===== src/regbank_defines.svh =====
// register bank constants: offsets, widths, reset values
`ifndef REGBANK_DEFINES_SVH
`define REGBANK_DEFINES_SVH
`define RB_DATA_W        32
`define RB_ADDR_W        4
`define RB_OFF_RWREG     4'h0
`define RB_OFF_ROREG     4'h1
`define RB_OFF_WOREG     4'h2
`define RB_OFF_DBGREG    4'h3
`define RB_OFF_SETREG    4'h4
`define RB_OFF_CLRREG    4'h5
`define RB_RW_MASK       32'h00ff_ffff
`define RB_RW_RESET      32'h0000_0000
`define RB_WO_RESET      32'h0000_0000
`define RB_DBG_MASK      32'h0000_00ff
`define RB_DBG_RESET     32'h0000_0000
`define RB_SC_MASK       32'h0000_ffff
`define RB_SC_RESET      32'h0000_0000
`endif


===== src/regbank_pkg.sv =====
// register bank types
package regbank_pkg;
    typedef struct packed {
        logic        valid;
        logic        write;
        logic [3:0]  addr;
        logic [31:0] wdata;
    } reg_req_t;
    typedef enum logic [1:0] {
        RESET_NONE,
        RESET_SOFT,
        RESET_POWER
    } reset_kind_t;
endpackage


===== src/set_clear_pair.sv =====
// set and clear alias pair over one shared value
`timescale 1ns/10ps
`include "regbank_defines.svh"
module set_clear_pair #(
    parameter int          WIDTH = 32,
    parameter logic [31:0] MASK  = `RB_SC_MASK,
    parameter logic [31:0] RSTV  = `RB_SC_RESET
) (
    input  wire logic             clk_in,
    input  wire logic             resetn_in,
    input  wire logic             soft_rst_in,
    input  wire logic             set_we_in,
    input  wire logic             clr_we_in,
    input  wire logic [WIDTH-1:0] set_data_in,
    input  wire logic [WIDTH-1:0] clr_data_in,
    output logic      [WIDTH-1:0] value_out
);
    logic [WIDTH-1:0] value_r;
    logic [WIDTH-1:0] value_nxt;
    logic [WIDTH-1:0] set_bits;
    logic [WIDTH-1:0] clr_bits;

    // ones set, ones clear, zeros keep; clear applied last so it wins
    always_comb begin
        set_bits  = set_we_in ? set_data_in : '0; // [RQ8] [RQ11]
        clr_bits  = clr_we_in ? clr_data_in : '0; // [RQ7] [RQ11]
        value_nxt = ((value_r | set_bits) & ~clr_bits) // [RQ10]
                    & MASK[WIDTH-1:0];
    end

    // shared storage, reset by power or soft reset
    always_ff @(posedge clk_in) begin
        if (!resetn_in || soft_rst_in) begin
            value_r <= RSTV[WIDTH-1:0]; // [RQ6]
        end else begin
            value_r <= value_nxt;
        end
    end

    assign value_out = value_r;

    // a bit written one through both aliases at once ends cleared
    clear_wins_a: assert property (@(posedge clk_in) // [RQ10]
        disable iff (!resetn_in)
        (set_we_in && clr_we_in && !soft_rst_in) |=>
        ((value_r & $past(set_data_in & clr_data_in)) == '0))
        else $error("clear did not win over set");

    // set ones inside the mask that no clear contests end set
    set_takes_a: assert property (@(posedge clk_in) // [RQ8]
        disable iff (!resetn_in)
        (set_we_in && !soft_rst_in) |=>
        ((value_r & $past(set_data_in & ~clr_bits) & MASK[WIDTH-1:0])
         == ($past(set_data_in & ~clr_bits) & MASK[WIDTH-1:0])))
        else $error("set alias did not set bits");

    // bits written zero through both aliases keep their value
    zero_keeps_a: assert property (@(posedge clk_in) // [RQ11]
        disable iff (!resetn_in)
        ((set_we_in || clr_we_in) && !soft_rst_in) |=>
        (((value_r ^ $past(value_r)) & ~$past(set_bits | clr_bits)) == '0))
        else $error("zero bits changed shared value");
    cover_both_c: cover property (@(posedge clk_in) set_we_in && clr_we_in);
endmodule


===== src/register_access_conventions.sv =====
// register bank showing each access class of the peripheral registers
// How it works
// (RQ1) read-write bits store writes, read back
// (RQ2) read-only bits ignore writes, read status
// (RQ3) write-only bits accept writes, read undefined
// (RQ4) reserved bit positions always read zero
// (RQ5) software writes zero into reserved bits
// (RQ6) resets restore values; soft spares debug
// (RQ7) clear alias ones clear shared bits
// (RQ8) set alias ones set shared bits
// (RQ9) both aliases read the same value
// (RQ10) simultaneous set and clear: clear wins
// (RQ11) zero bits leave shared bits unchanged
`timescale 1ns/10ps
`include "regbank_defines.svh"
module register_access_conventions #(
    parameter int DW = `RB_DATA_W
) (
    input  wire logic                    clk_in,
    input  wire logic                    resetn_in,
    input  wire logic                    soft_rst_in,
    input  wire regbank_pkg::reg_req_t   req_in,
    input  wire regbank_pkg::reg_req_t   req2_in,
    input  wire logic [DW-1:0]           status_in,
    output logic      [DW-1:0]           rdata_out,
    output logic                         rvalid_out,
    output logic      [DW-1:0]           control_out,
    output logic      [DW-1:0]           command_out,
    output logic      [DW-1:0]           debug_out,
    output logic      [DW-1:0]           flags_out
);
    logic [DW-1:0] rw_r;
    logic [DW-1:0] wo_r;
    logic [DW-1:0] dbg_r;
    logic [DW-1:0] sc_val;
    logic [DW-1:0] rdata_r;
    logic [DW-1:0] rdata_nxt;
    logic          rvalid_r;
    logic          set_we;
    logic          clr_we;
    logic [DW-1:0] set_data;
    logic [DW-1:0] clr_data;

    // write strobe for one offset on one request port
    function automatic logic wr_hit(input regbank_pkg::reg_req_t r,
                                    input logic [3:0] off);
        wr_hit = r.valid && r.write && (r.addr == off);
    endfunction

    // what the two ports write to one alias; a port that misses adds zeros
    // so that the data of one alias never leaks into the other
    function automatic logic [31:0] alias_data(
        input regbank_pkg::reg_req_t a,
        input regbank_pkg::reg_req_t b,
        input logic [3:0]            off);
        alias_data = (wr_hit(a, off) ? a.wdata : 32'h0000_0000)
                     | (wr_hit(b, off) ? b.wdata : 32'h0000_0000);
    endfunction

    // read-write register, reserved bits never stored
    always_ff @(posedge clk_in) begin
        if (!resetn_in || soft_rst_in) begin
            rw_r <= `RB_RW_RESET; // [RQ6]
        end else if (wr_hit(req_in, `RB_OFF_RWREG)) begin
            rw_r <= req_in.wdata & `RB_RW_MASK; // [RQ1] [RQ4]
        end
    end

    // write-only command register
    always_ff @(posedge clk_in) begin
        if (!resetn_in || soft_rst_in) begin
            wo_r <= `RB_WO_RESET; // [RQ6]
        end else if (wr_hit(req_in, `RB_OFF_WOREG)) begin
            wo_r <= req_in.wdata; // [RQ3]
        end
    end

    // debug control, untouched by soft reset
    always_ff @(posedge clk_in) begin
        if (!resetn_in) begin
            dbg_r <= `RB_DBG_RESET; // [RQ6]
        end else if (wr_hit(req_in, `RB_OFF_DBGREG)) begin
            dbg_r <= req_in.wdata & `RB_DBG_MASK; // [RQ4]
        end
    end

    // set and clear aliases; second port lets both land in one cycle
    always_comb begin
        set_we   = wr_hit(req_in, `RB_OFF_SETREG)
                   || wr_hit(req2_in, `RB_OFF_SETREG);
        clr_we   = wr_hit(req_in, `RB_OFF_CLRREG)
                   || wr_hit(req2_in, `RB_OFF_CLRREG);
        set_data = alias_data(req_in, req2_in, `RB_OFF_SETREG); // [RQ8]
        clr_data = alias_data(req_in, req2_in, `RB_OFF_CLRREG); // [RQ7]
    end

    set_clear_pair #(
        .WIDTH (DW),
        .MASK  (`RB_SC_MASK),
        .RSTV  (`RB_SC_RESET)
    ) u_pair (
        .clk_in       (clk_in),
        .resetn_in    (resetn_in),
        .soft_rst_in  (soft_rst_in),
        .set_we_in    (set_we),
        .clr_we_in    (clr_we),
        .set_data_in  (set_data),
        .clr_data_in  (clr_data),
        .value_out    (sc_val)
    );

    // read mux; write-only returns zero, unmapped returns zero
    always_comb begin
        case (req_in.addr)
            `RB_OFF_RWREG:  rdata_nxt = rw_r; // [RQ1]
            `RB_OFF_ROREG:  rdata_nxt = status_in; // [RQ2]
            `RB_OFF_WOREG:  rdata_nxt = '0; // [RQ3]
            `RB_OFF_DBGREG: rdata_nxt = dbg_r;
            `RB_OFF_SETREG: rdata_nxt = sc_val; // [RQ9]
            `RB_OFF_CLRREG: rdata_nxt = sc_val; // [RQ9]
            default:        rdata_nxt = '0; // [RQ4]
        endcase
    end

    // registered read data, one cycle after request
    always_ff @(posedge clk_in) begin
        if (!resetn_in) begin
            rdata_r  <= '0;
            rvalid_r <= 1'b0;
        end else begin
            rvalid_r <= req_in.valid && !req_in.write;
            if (req_in.valid && !req_in.write) begin
                rdata_r <= rdata_nxt;
            end
        end
    end

    assign rdata_out   = rdata_r;
    assign rvalid_out  = rvalid_r;
    assign control_out = rw_r;
    assign command_out = wo_r;
    assign debug_out   = dbg_r;
    assign flags_out   = sc_val;

    // software is expected to keep reserved bits zero when it writes;
    // the masks above drop them, except in the write-only register, which stores the whole word

    // a write to the read-write register reads back through its mask
    rw_readback_a: assert property (@(posedge clk_in) // [RQ1]
        disable iff (!resetn_in)
        (wr_hit(req_in, `RB_OFF_RWREG) && !soft_rst_in) |=>
        (rw_r == ($past(req_in.wdata) & `RB_RW_MASK)))
        else $error("read-write bit did not store write");

    // read valid comes only in the cycle after a read request
    rvalid_pulse_a: assert property (@(posedge clk_in) // [RQ1]
        disable iff (!resetn_in)
        rvalid_out |-> $past(req_in.valid && !req_in.write))
        else $error("read valid without a read request");

    // a write aimed at the read-only offset leaves the read-write, write-only and debug stores alone
    ro_ignores_a: assert property (@(posedge clk_in) // [RQ2]
        disable iff (!resetn_in)
        (wr_hit(req_in, `RB_OFF_ROREG) && !soft_rst_in) |=>
        (rw_r == $past(rw_r)) && (wo_r == $past(wo_r))
        && (dbg_r == $past(dbg_r)))
        else $error("write to read-only offset changed a register");

    // the read-only offset returns the live status word
    ro_read_a: assert property (@(posedge clk_in) // [RQ2]
        disable iff (!resetn_in)
        (req_in.valid && !req_in.write && req_in.addr == `RB_OFF_ROREG)
        |=> rvalid_out && (rdata_out == $past(status_in)))
        else $error("read-only read value wrong");

    // the write-only register keeps the whole written word
    wo_store_a: assert property (@(posedge clk_in) // [RQ3]
        disable iff (!resetn_in)
        (wr_hit(req_in, `RB_OFF_WOREG) && !soft_rst_in) |=>
        (wo_r == $past(req_in.wdata)))
        else $error("write-only register did not take write");

    // reserved positions of the read-write, set/clear and debug stores stay zero
    reserved_zero_a: assert property (@(posedge clk_in) // [RQ4]
        disable iff (!resetn_in)
        ((rw_r & ~`RB_RW_MASK) == '0) && ((sc_val & ~`RB_SC_MASK) == '0)
        && ((dbg_r & ~`RB_DBG_MASK) == '0))
        else $error("reserved bit read nonzero");

    // offsets past the last register read back as zero
    unmapped_zero_a: assert property (@(posedge clk_in) // [RQ4]
        disable iff (!resetn_in)
        (req_in.valid && !req_in.write && (req_in.addr > `RB_OFF_CLRREG))
        |=> (rdata_out == '0))
        else $error("unmapped offset read nonzero");

    // soft reset spares the debug register
    soft_keeps_dbg_a: assert property (@(posedge clk_in) // [RQ6]
        disable iff (!resetn_in)
        (soft_rst_in && !wr_hit(req_in, `RB_OFF_DBGREG)) |=>
        (dbg_r == $past(dbg_r)) && (rw_r == `RB_RW_RESET))
        else $error("soft reset handling wrong");

    // soft reset returns the other stores to their reset values
    soft_clears_a: assert property (@(posedge clk_in) // [RQ6]
        disable iff (!resetn_in)
        soft_rst_in |=> (rw_r == `RB_RW_RESET) && (wo_r == `RB_WO_RESET)
        && (sc_val == `RB_SC_RESET))
        else $error("soft reset left a register set");

    // power reset returns every store, debug included, to reset values
    power_reset_a: assert property (@(posedge clk_in) // [RQ6]
        !resetn_in |=> (dbg_r == `RB_DBG_RESET) && (rw_r == `RB_RW_RESET)
        && (wo_r == `RB_WO_RESET) && (sc_val == `RB_SC_RESET))
        else $error("power reset left a register set");

    // both aliases read back the one shared value
    alias_same_a: assert property (@(posedge clk_in) // [RQ9]
        disable iff (!resetn_in)
        (req_in.valid && !req_in.write && (req_in.addr == `RB_OFF_SETREG
         || req_in.addr == `RB_OFF_CLRREG)) |=>
        (rdata_out == $past(sc_val)))
        else $error("alias reads differ from shared value");

    // ones written to the clear alias end cleared
    clr_clears_a: assert property (@(posedge clk_in) // [RQ7]
        disable iff (!resetn_in)
        (clr_we && !soft_rst_in) |=> ((sc_val & $past(clr_data)) == '0))
        else $error("clear alias did not clear bits");

    // main scenarios: write then read, soft reset, set then clear
    cover_rw_c: cover property (@(posedge clk_in)
        wr_hit(req_in, `RB_OFF_RWREG) ##[1:2] req_in.valid && !req_in.write);
    cover_soft_c: cover property (@(posedge clk_in) soft_rst_in);
    cover_sc_c: cover property (@(posedge clk_in) set_we ##[1:2] clr_we);
endmodule


===== config.mk =====
export PLATFORM = sky130hd
export DESIGN_NAME = register_access_conventions
export DESIGN_NICKNAME = d
export VERILOG_FILES = /design/src/regbank_pkg.sv /design/src/set_clear_pair.sv /design/src/register_access_conventions.sv
export VERILOG_INCLUDE_DIRS = /design/src
export SDC_FILE = /design/constraint.sdc
export NUM_CORES = 1
export LEC_CHECK = 0
export BUFFER_PORTS_ARGS = -buffer_cell sky130_fd_sc_hd__buf_2
export CAP_MARGIN = 10
export CORE_AREA = 2 2 139 141
export CTS_BUF_LIST = sky130_fd_sc_hd__clkbuf_16
export DETAILED_ROUTE_END_ITERATION = 8
export DIE_AREA = 0 0 141 143
export GPL_TIMING_DRIVEN = 0
export SETUP_SLACK_MARGIN = 0.5
export SLEW_MARGIN = 30
export SYNTH_ARGS = -nofsm -noshare
export SYNTH_HDL_FRONTEND = slang
export SYNTH_SLANG_ARGS = --single-unit

===== constraint.sdc =====
create_clock -name clk_in -period 1.38 [get_ports clk_in]
set_input_delay 0.276 -clock clk_in [delete_from_list [all_inputs] [get_ports clk_in]]
set_output_delay 0.276 -clock clk_in [all_outputs]
set_load 0.005 [all_outputs]

## After elaboration in Yosys (flattened, before gate mapping)

Index checks and enable logic that the tools add are counted.

- Equal/unequal tests: 7
- Mux-type cells: 7
- Bitwise operators: 5
- Reduce and logical (&&, ||, !) cells: 17

Operator list:

| kind | count |
|---|---|
| 32-bit one-hot mux with 4 select lines | 1 |
| 16-bit two-way mux | 6 |
| 16-bit bitwise OR | 3 |
| 16-bit bitwise AND | 1 |
| 4-bit by 3-bit == test with 1-bit output (second input constant) | 4 |
| 16-bit inverter | 1 |
| 1-bit logical AND | 10 |
| 4-bit by 2-bit == test with 1-bit output (second input constant) | 2 |
| 4-bit by 1-bit == test with 1-bit output (second input constant) | 1 |
| 4-bit zero test | 1 |
| 1-bit logical OR | 3 |
| 1-bit zero test | 2 |
| 2-bit OR reduction | 1 |

- Register bits: 113
- Input bits: 111
- Logic and storage cells: 42

## Logic depth before layout (Yosys ltp)

- Depth in word-level cells: 7
- Gate-level depth with buffers: 6
- Depth with buffers taken out: 3

## By module

A second synthesis with hierarchy kept.

- Cell total of the unflattened synthesis: 648
- Area total of the unflattened synthesis: 5637.9 µm²

By module, submodules not included:

| module | times used | cells an instance | area each (µm²) | seq. area each (µm²) |
|---|---|---|---|---|
| register_access_conventions | 1 | 576 | 4875.9 | 1941.9 |
| set_clear_pair | 1 | 72 | 762.0 | 320.3 |

## Worst setup path after synthesis

OpenSTA, ideal clock, no wires.

- Path type: input port to flip-flop
- Start point: input port req_in[33] in the netlist's numbering
- End point: register rw_r[10], in the netlist control_out[10]
- Setup time: 0.132 ns
- Arrival: 1.323 ns
- Setup slack: -0.075 ns
- Cell stages on the path: 5
- Buffers on the path: 2
- Cell sequence: buf_4 > or4_4 > buf_6 > o21ai_1 > a21oi_1

- Longest elaborated chain between the ends: 2

Ends and longest elaborated chain:

| what | RTL line | text |
|---|---|---|
| from (decl) | register_access_conventions.sv:22 | `input wire regbank_pkg::reg_req_t req_in,` |
| 4-bit zero test | register_access_conventions.sv:47 | `wr_hit = r.valid && r.write && (r.addr == off);` |
| 1-bit logical AND | register_access_conventions.sv:47 |  |
| to (signal assigned) | register_access_conventions.sv:63 | `` rw_r <= `RB_RW_RESET; `` |
| to (signal assigned) | register_access_conventions.sv:65 | `` rw_r <= req_in.wdata & `RB_RW_MASK; `` |
| to (decl) | register_access_conventions.sv:32 | `logic [DW-1:0] rw_r;` |

Every way passes these cells.
A chain may end at the register's enable or synchronous reset.

## Worst setup path after layout

- Start point: input port req_in[32] in the netlist's numbering
- End point: register rw_r[6], in the netlist control_out[6]

The elaborated chain is that of the path after synthesis.

==> run_results.csv <==
group,metric,value,unit
synthesis,postSynthCellCount,615,
critical_path,endpoint_kind,"register",
grt,grt_util_met3,6.439,%
timing,slew_viol_final,0,
synthesis,async_flop_share,0,%
route,drtAntennaViolNets,0,
synthesis,synthTopCellsByArea,"dfxtp_1, nand3_1, buf_4",
critical_path,required,1.68,ns
clock_network,cts_tree,"built",
clock_network,hold_buffers,0,
grt,busiest_layer,"met2",
clock_network,cts_sinks,113,
grt,grt_use_met1,28.45,%
critical_path,start_kind,"input pin",
floorplan,dieArea,0.02016,mm²
grt,gr-usage-all-layers,23.34,%
cells_and_area,fillers,1518,
power_and_ir_drop,peakVddDrop,0.0008530,V
timing,rsz0062_at_grt,"yes",
clock_network,htreeDepth,4,
grt,antenna_found_initial,0,
placement,gp_congestion,0.8532,
timing,finalCritPeriodShare,87.26,%
floorplan,ios,272,
clock_network,cts.path.max_buffers,2,
grt,grt_pass1_wl,35810,µm
cells_and_area,areaGrowthSynthToFinish,97.02,%
floorplan,initial_core_util,29.80,%
placement,port_buffers,204,
timing,fin_tns_setup,0,ns
floorplan,dieHeight,143,µm
timing,fin_crit,1.204,ns
critical_path,critPathKind,"in -> reg",
synthesis,synth-edff-count,0,
synthesis,syn_area_per_cell,9.003,µm²
synthesis,ys_types,38,
clock_network,cts_root_buffer,"clkbuf_16",
grt,grt_pass1_vias,6274,
synthesis,yosysMostFrequentCell,"dfxtp_1",
timing,fmax,830.4,MHz
critical_path,rrSetupSlack,0.24,ns
route,vias,6656,
timing,slew-limit-headroom,56.12,%
power_and_ir_drop,power_density,840.5,mW/mm²
floorplan,core,0.01858,mm²
synthesis,synth_warnings,0,
route,drc,0,
grt,grt_max_degree,17,
synthesis,synth_top_area_share,40.86,%
critical_path,crit_path_max_incr_delay,0.48,ns
flow_run,max_cap_viol_count,0,
grt,met2_usage,37.82,%
route,wl_per_cell,20.26,µm
route,firstDrtPassIters,5,
timing,setup_ws,0.1758,ns
clock_network,path_clk_slew,0.06,ns
grt,grt-ovfl-total,0,
timing,tightest_slew,0.6582,ns
critical_path,crit_slowest_cell,"or4_4",
route,drt_wl_total,25910,µm
power_and_ir_drop,p_leak,4.513,nW
worst_hold_path,hold_class,"in -> reg",
synthesis,syn_area,0.005537,mm²
critical_path,path_cells,"buf_8, buf_6, or4_4, buf_12, buf_8, o21ai_1, a21oi_1",
timing,finalHoldViolCount,0,
critical_path,path_max_fanout,5,
floorplan,die_x,141,µm
synthesis,ys_seq_area_share,40.86,%
synthesis,synth_area_leader_cell,"dfxtp_1",
critical_path,crit_top_cell,"buf_8",
synthesis,synthFlopType,"dfxtp_1",
synthesis,synth_commonest_cells,"dfxtp_1, nand3_1, a21oi_1, buf_4, o21ai_0",
synthesis,ys_seq_elements,113,
critical_path,arrival,1.51,ns
timing,setup_viol,0,
clock_network,cts_made_buffers,17,
clock_network,insertion_delay,0.42,ns
placement,place.detailed.hpwl,16370,µm
route,drt_iter0_markers,487,
cells_and_area,finalNetCount,1143,
timing,fin_skew,0.01508,ns
placement,place_ws,-0.5189,ns
route,viasPerCell,5.204,
floorplan,rows,50,
cells_and_area,drive_above_1_share,74.35,%
run_status,status,"completed",
cells_and_area,antenna_cells,0,
==> sequential cells by signal, indices dropped and copies added (netlist names) <==
name,cells
debug_out,8
rvalid_out,1
rdata_out,32
u_pair.value_out,16
control_out,24
command_out,32
==> cells in the final DEF (no fill, tap or decap), types with 8 or more instances in the layout <==
| master | Yosys | layout |
|---|---|---|
| nand2_1 | 34 | 34 |
| buf_8 | 0 | 24 |
| a21oi_1 | 72 | 47 |
| a31oi_1 | 16 | 9 |
| conb_1 | 1 | 48 |
| o21ai_2 | 0 | 47 |
| buf_4 | 54 | 152 |
| a221oi_2 | 22 | 28 |
| clkbuf_2 | 1 | 10 |
| a21oi_2 | 0 | 25 |
| buf_2 | 15 | 143 |
| nand3_2 | 0 | 33 |
| buf_12 | 0 | 13 |
| o21ai_1 | 27 | 8 |
| buf_6 | 12 | 96 |
| dfxtp_4 | 0 | 9 |
| a222oi_1 | 16 | 16 |
| dfxtp_2 | 0 | 103 |
| a41o_1 | 16 | 16 |
| clkbuf_16 | 0 | 24 |
| clkbuf_4 | 0 | 10 |
| nand3_1 | 89 | 53 |
==> per-layer routing <==
layer,up-vias,routed length (µm)
met5,-,0
met4,0,942
met3,75,1995
met2,336,12370
met1,3149,10610
li1,3096,-
==> final cells by class <==
class	count	area (µm²)	share of cell area [%]
clock buffer	17	425.4	3.900
tap	234	292.8	2.684
clock inverter	15	173.9	1.594
multi-input combinational	433	3491	32.00
sequential	113	2425	22.23
timing repair buffer	351	2974	27.27
inverter	1	3.754	0.03441
buffer	115	1122	10.29
==> cells by family (layout without fill, tap and decap cells) <==
family                 Yosys count  count (layout)  share of synthesized area, %
AO/OA/AOI/OAI                  233             233                         30.10
buffers and inverters          116             499                         13.51
flip-flops                     113             113                         40.86
multiplexers                     8               8                         1.446
other                            1              48                       0.06773
AND/OR/NAND/NOR                144             144                         14.01
==> path summary, 6_finish.rpt <==
check                                           end  depth (start not counted)           startpoint
worst min register to register        rdata_out[20]                          1        rdata_out[20]
worst max-delay path                 control_out[6]                          7           req_in[32]
worst min-delay path            u_pair.value_out[5]                          2           req2_in[5]
worst max register to register         rdata_out[8]                          3  u_pair.value_out[8]
==> power by group <==
| group | internal [mW] | switching, mW |
|---|---|---|
| sequential | 3.26 | 0.00997 |
| combinational | 0.617 | 0.681 |
| clock | 2.97 | 1.63 |
| total | 6.85 | 2.32 |
==> timing repair <==
| item | in CTS | in global routing |
|---|---|---|
| gates cloned | 15 | 7 |
| gates resized for setup | 359 | 163 |
| pin swaps | 83 | 59 |
| setup endpoints to repair | 217 | 225 |
| setup buffers | 102 | 23 |
==> critical path: cells and delay by family <==
| family | cells | cell delay (ns) |
|---|---|---|
| buf+inv | 4 | 0.53 |
| simple gates | 1 | 0.48 |
| compound gates | 2 | 0.22 |
==> per-stage QoR <==
stage               total power [mW]  std cells  utilization, %  hold WS [ns]  instance area, µm²
global route                   9.455       1279           58.71       0.03386               10910
floorplan                      3.847        662               -        0.3659                5897
detailed placement             4.187       1100           38.81        0.4477                7211
CTS                            8.997       1249           53.25       0.02980                9894
finish                         9.168       1279           58.71       0.03626               10910
global placement               4.189       1100           38.81        0.4379                7211
No activity file was read; power rests on OpenSTA's default activity.
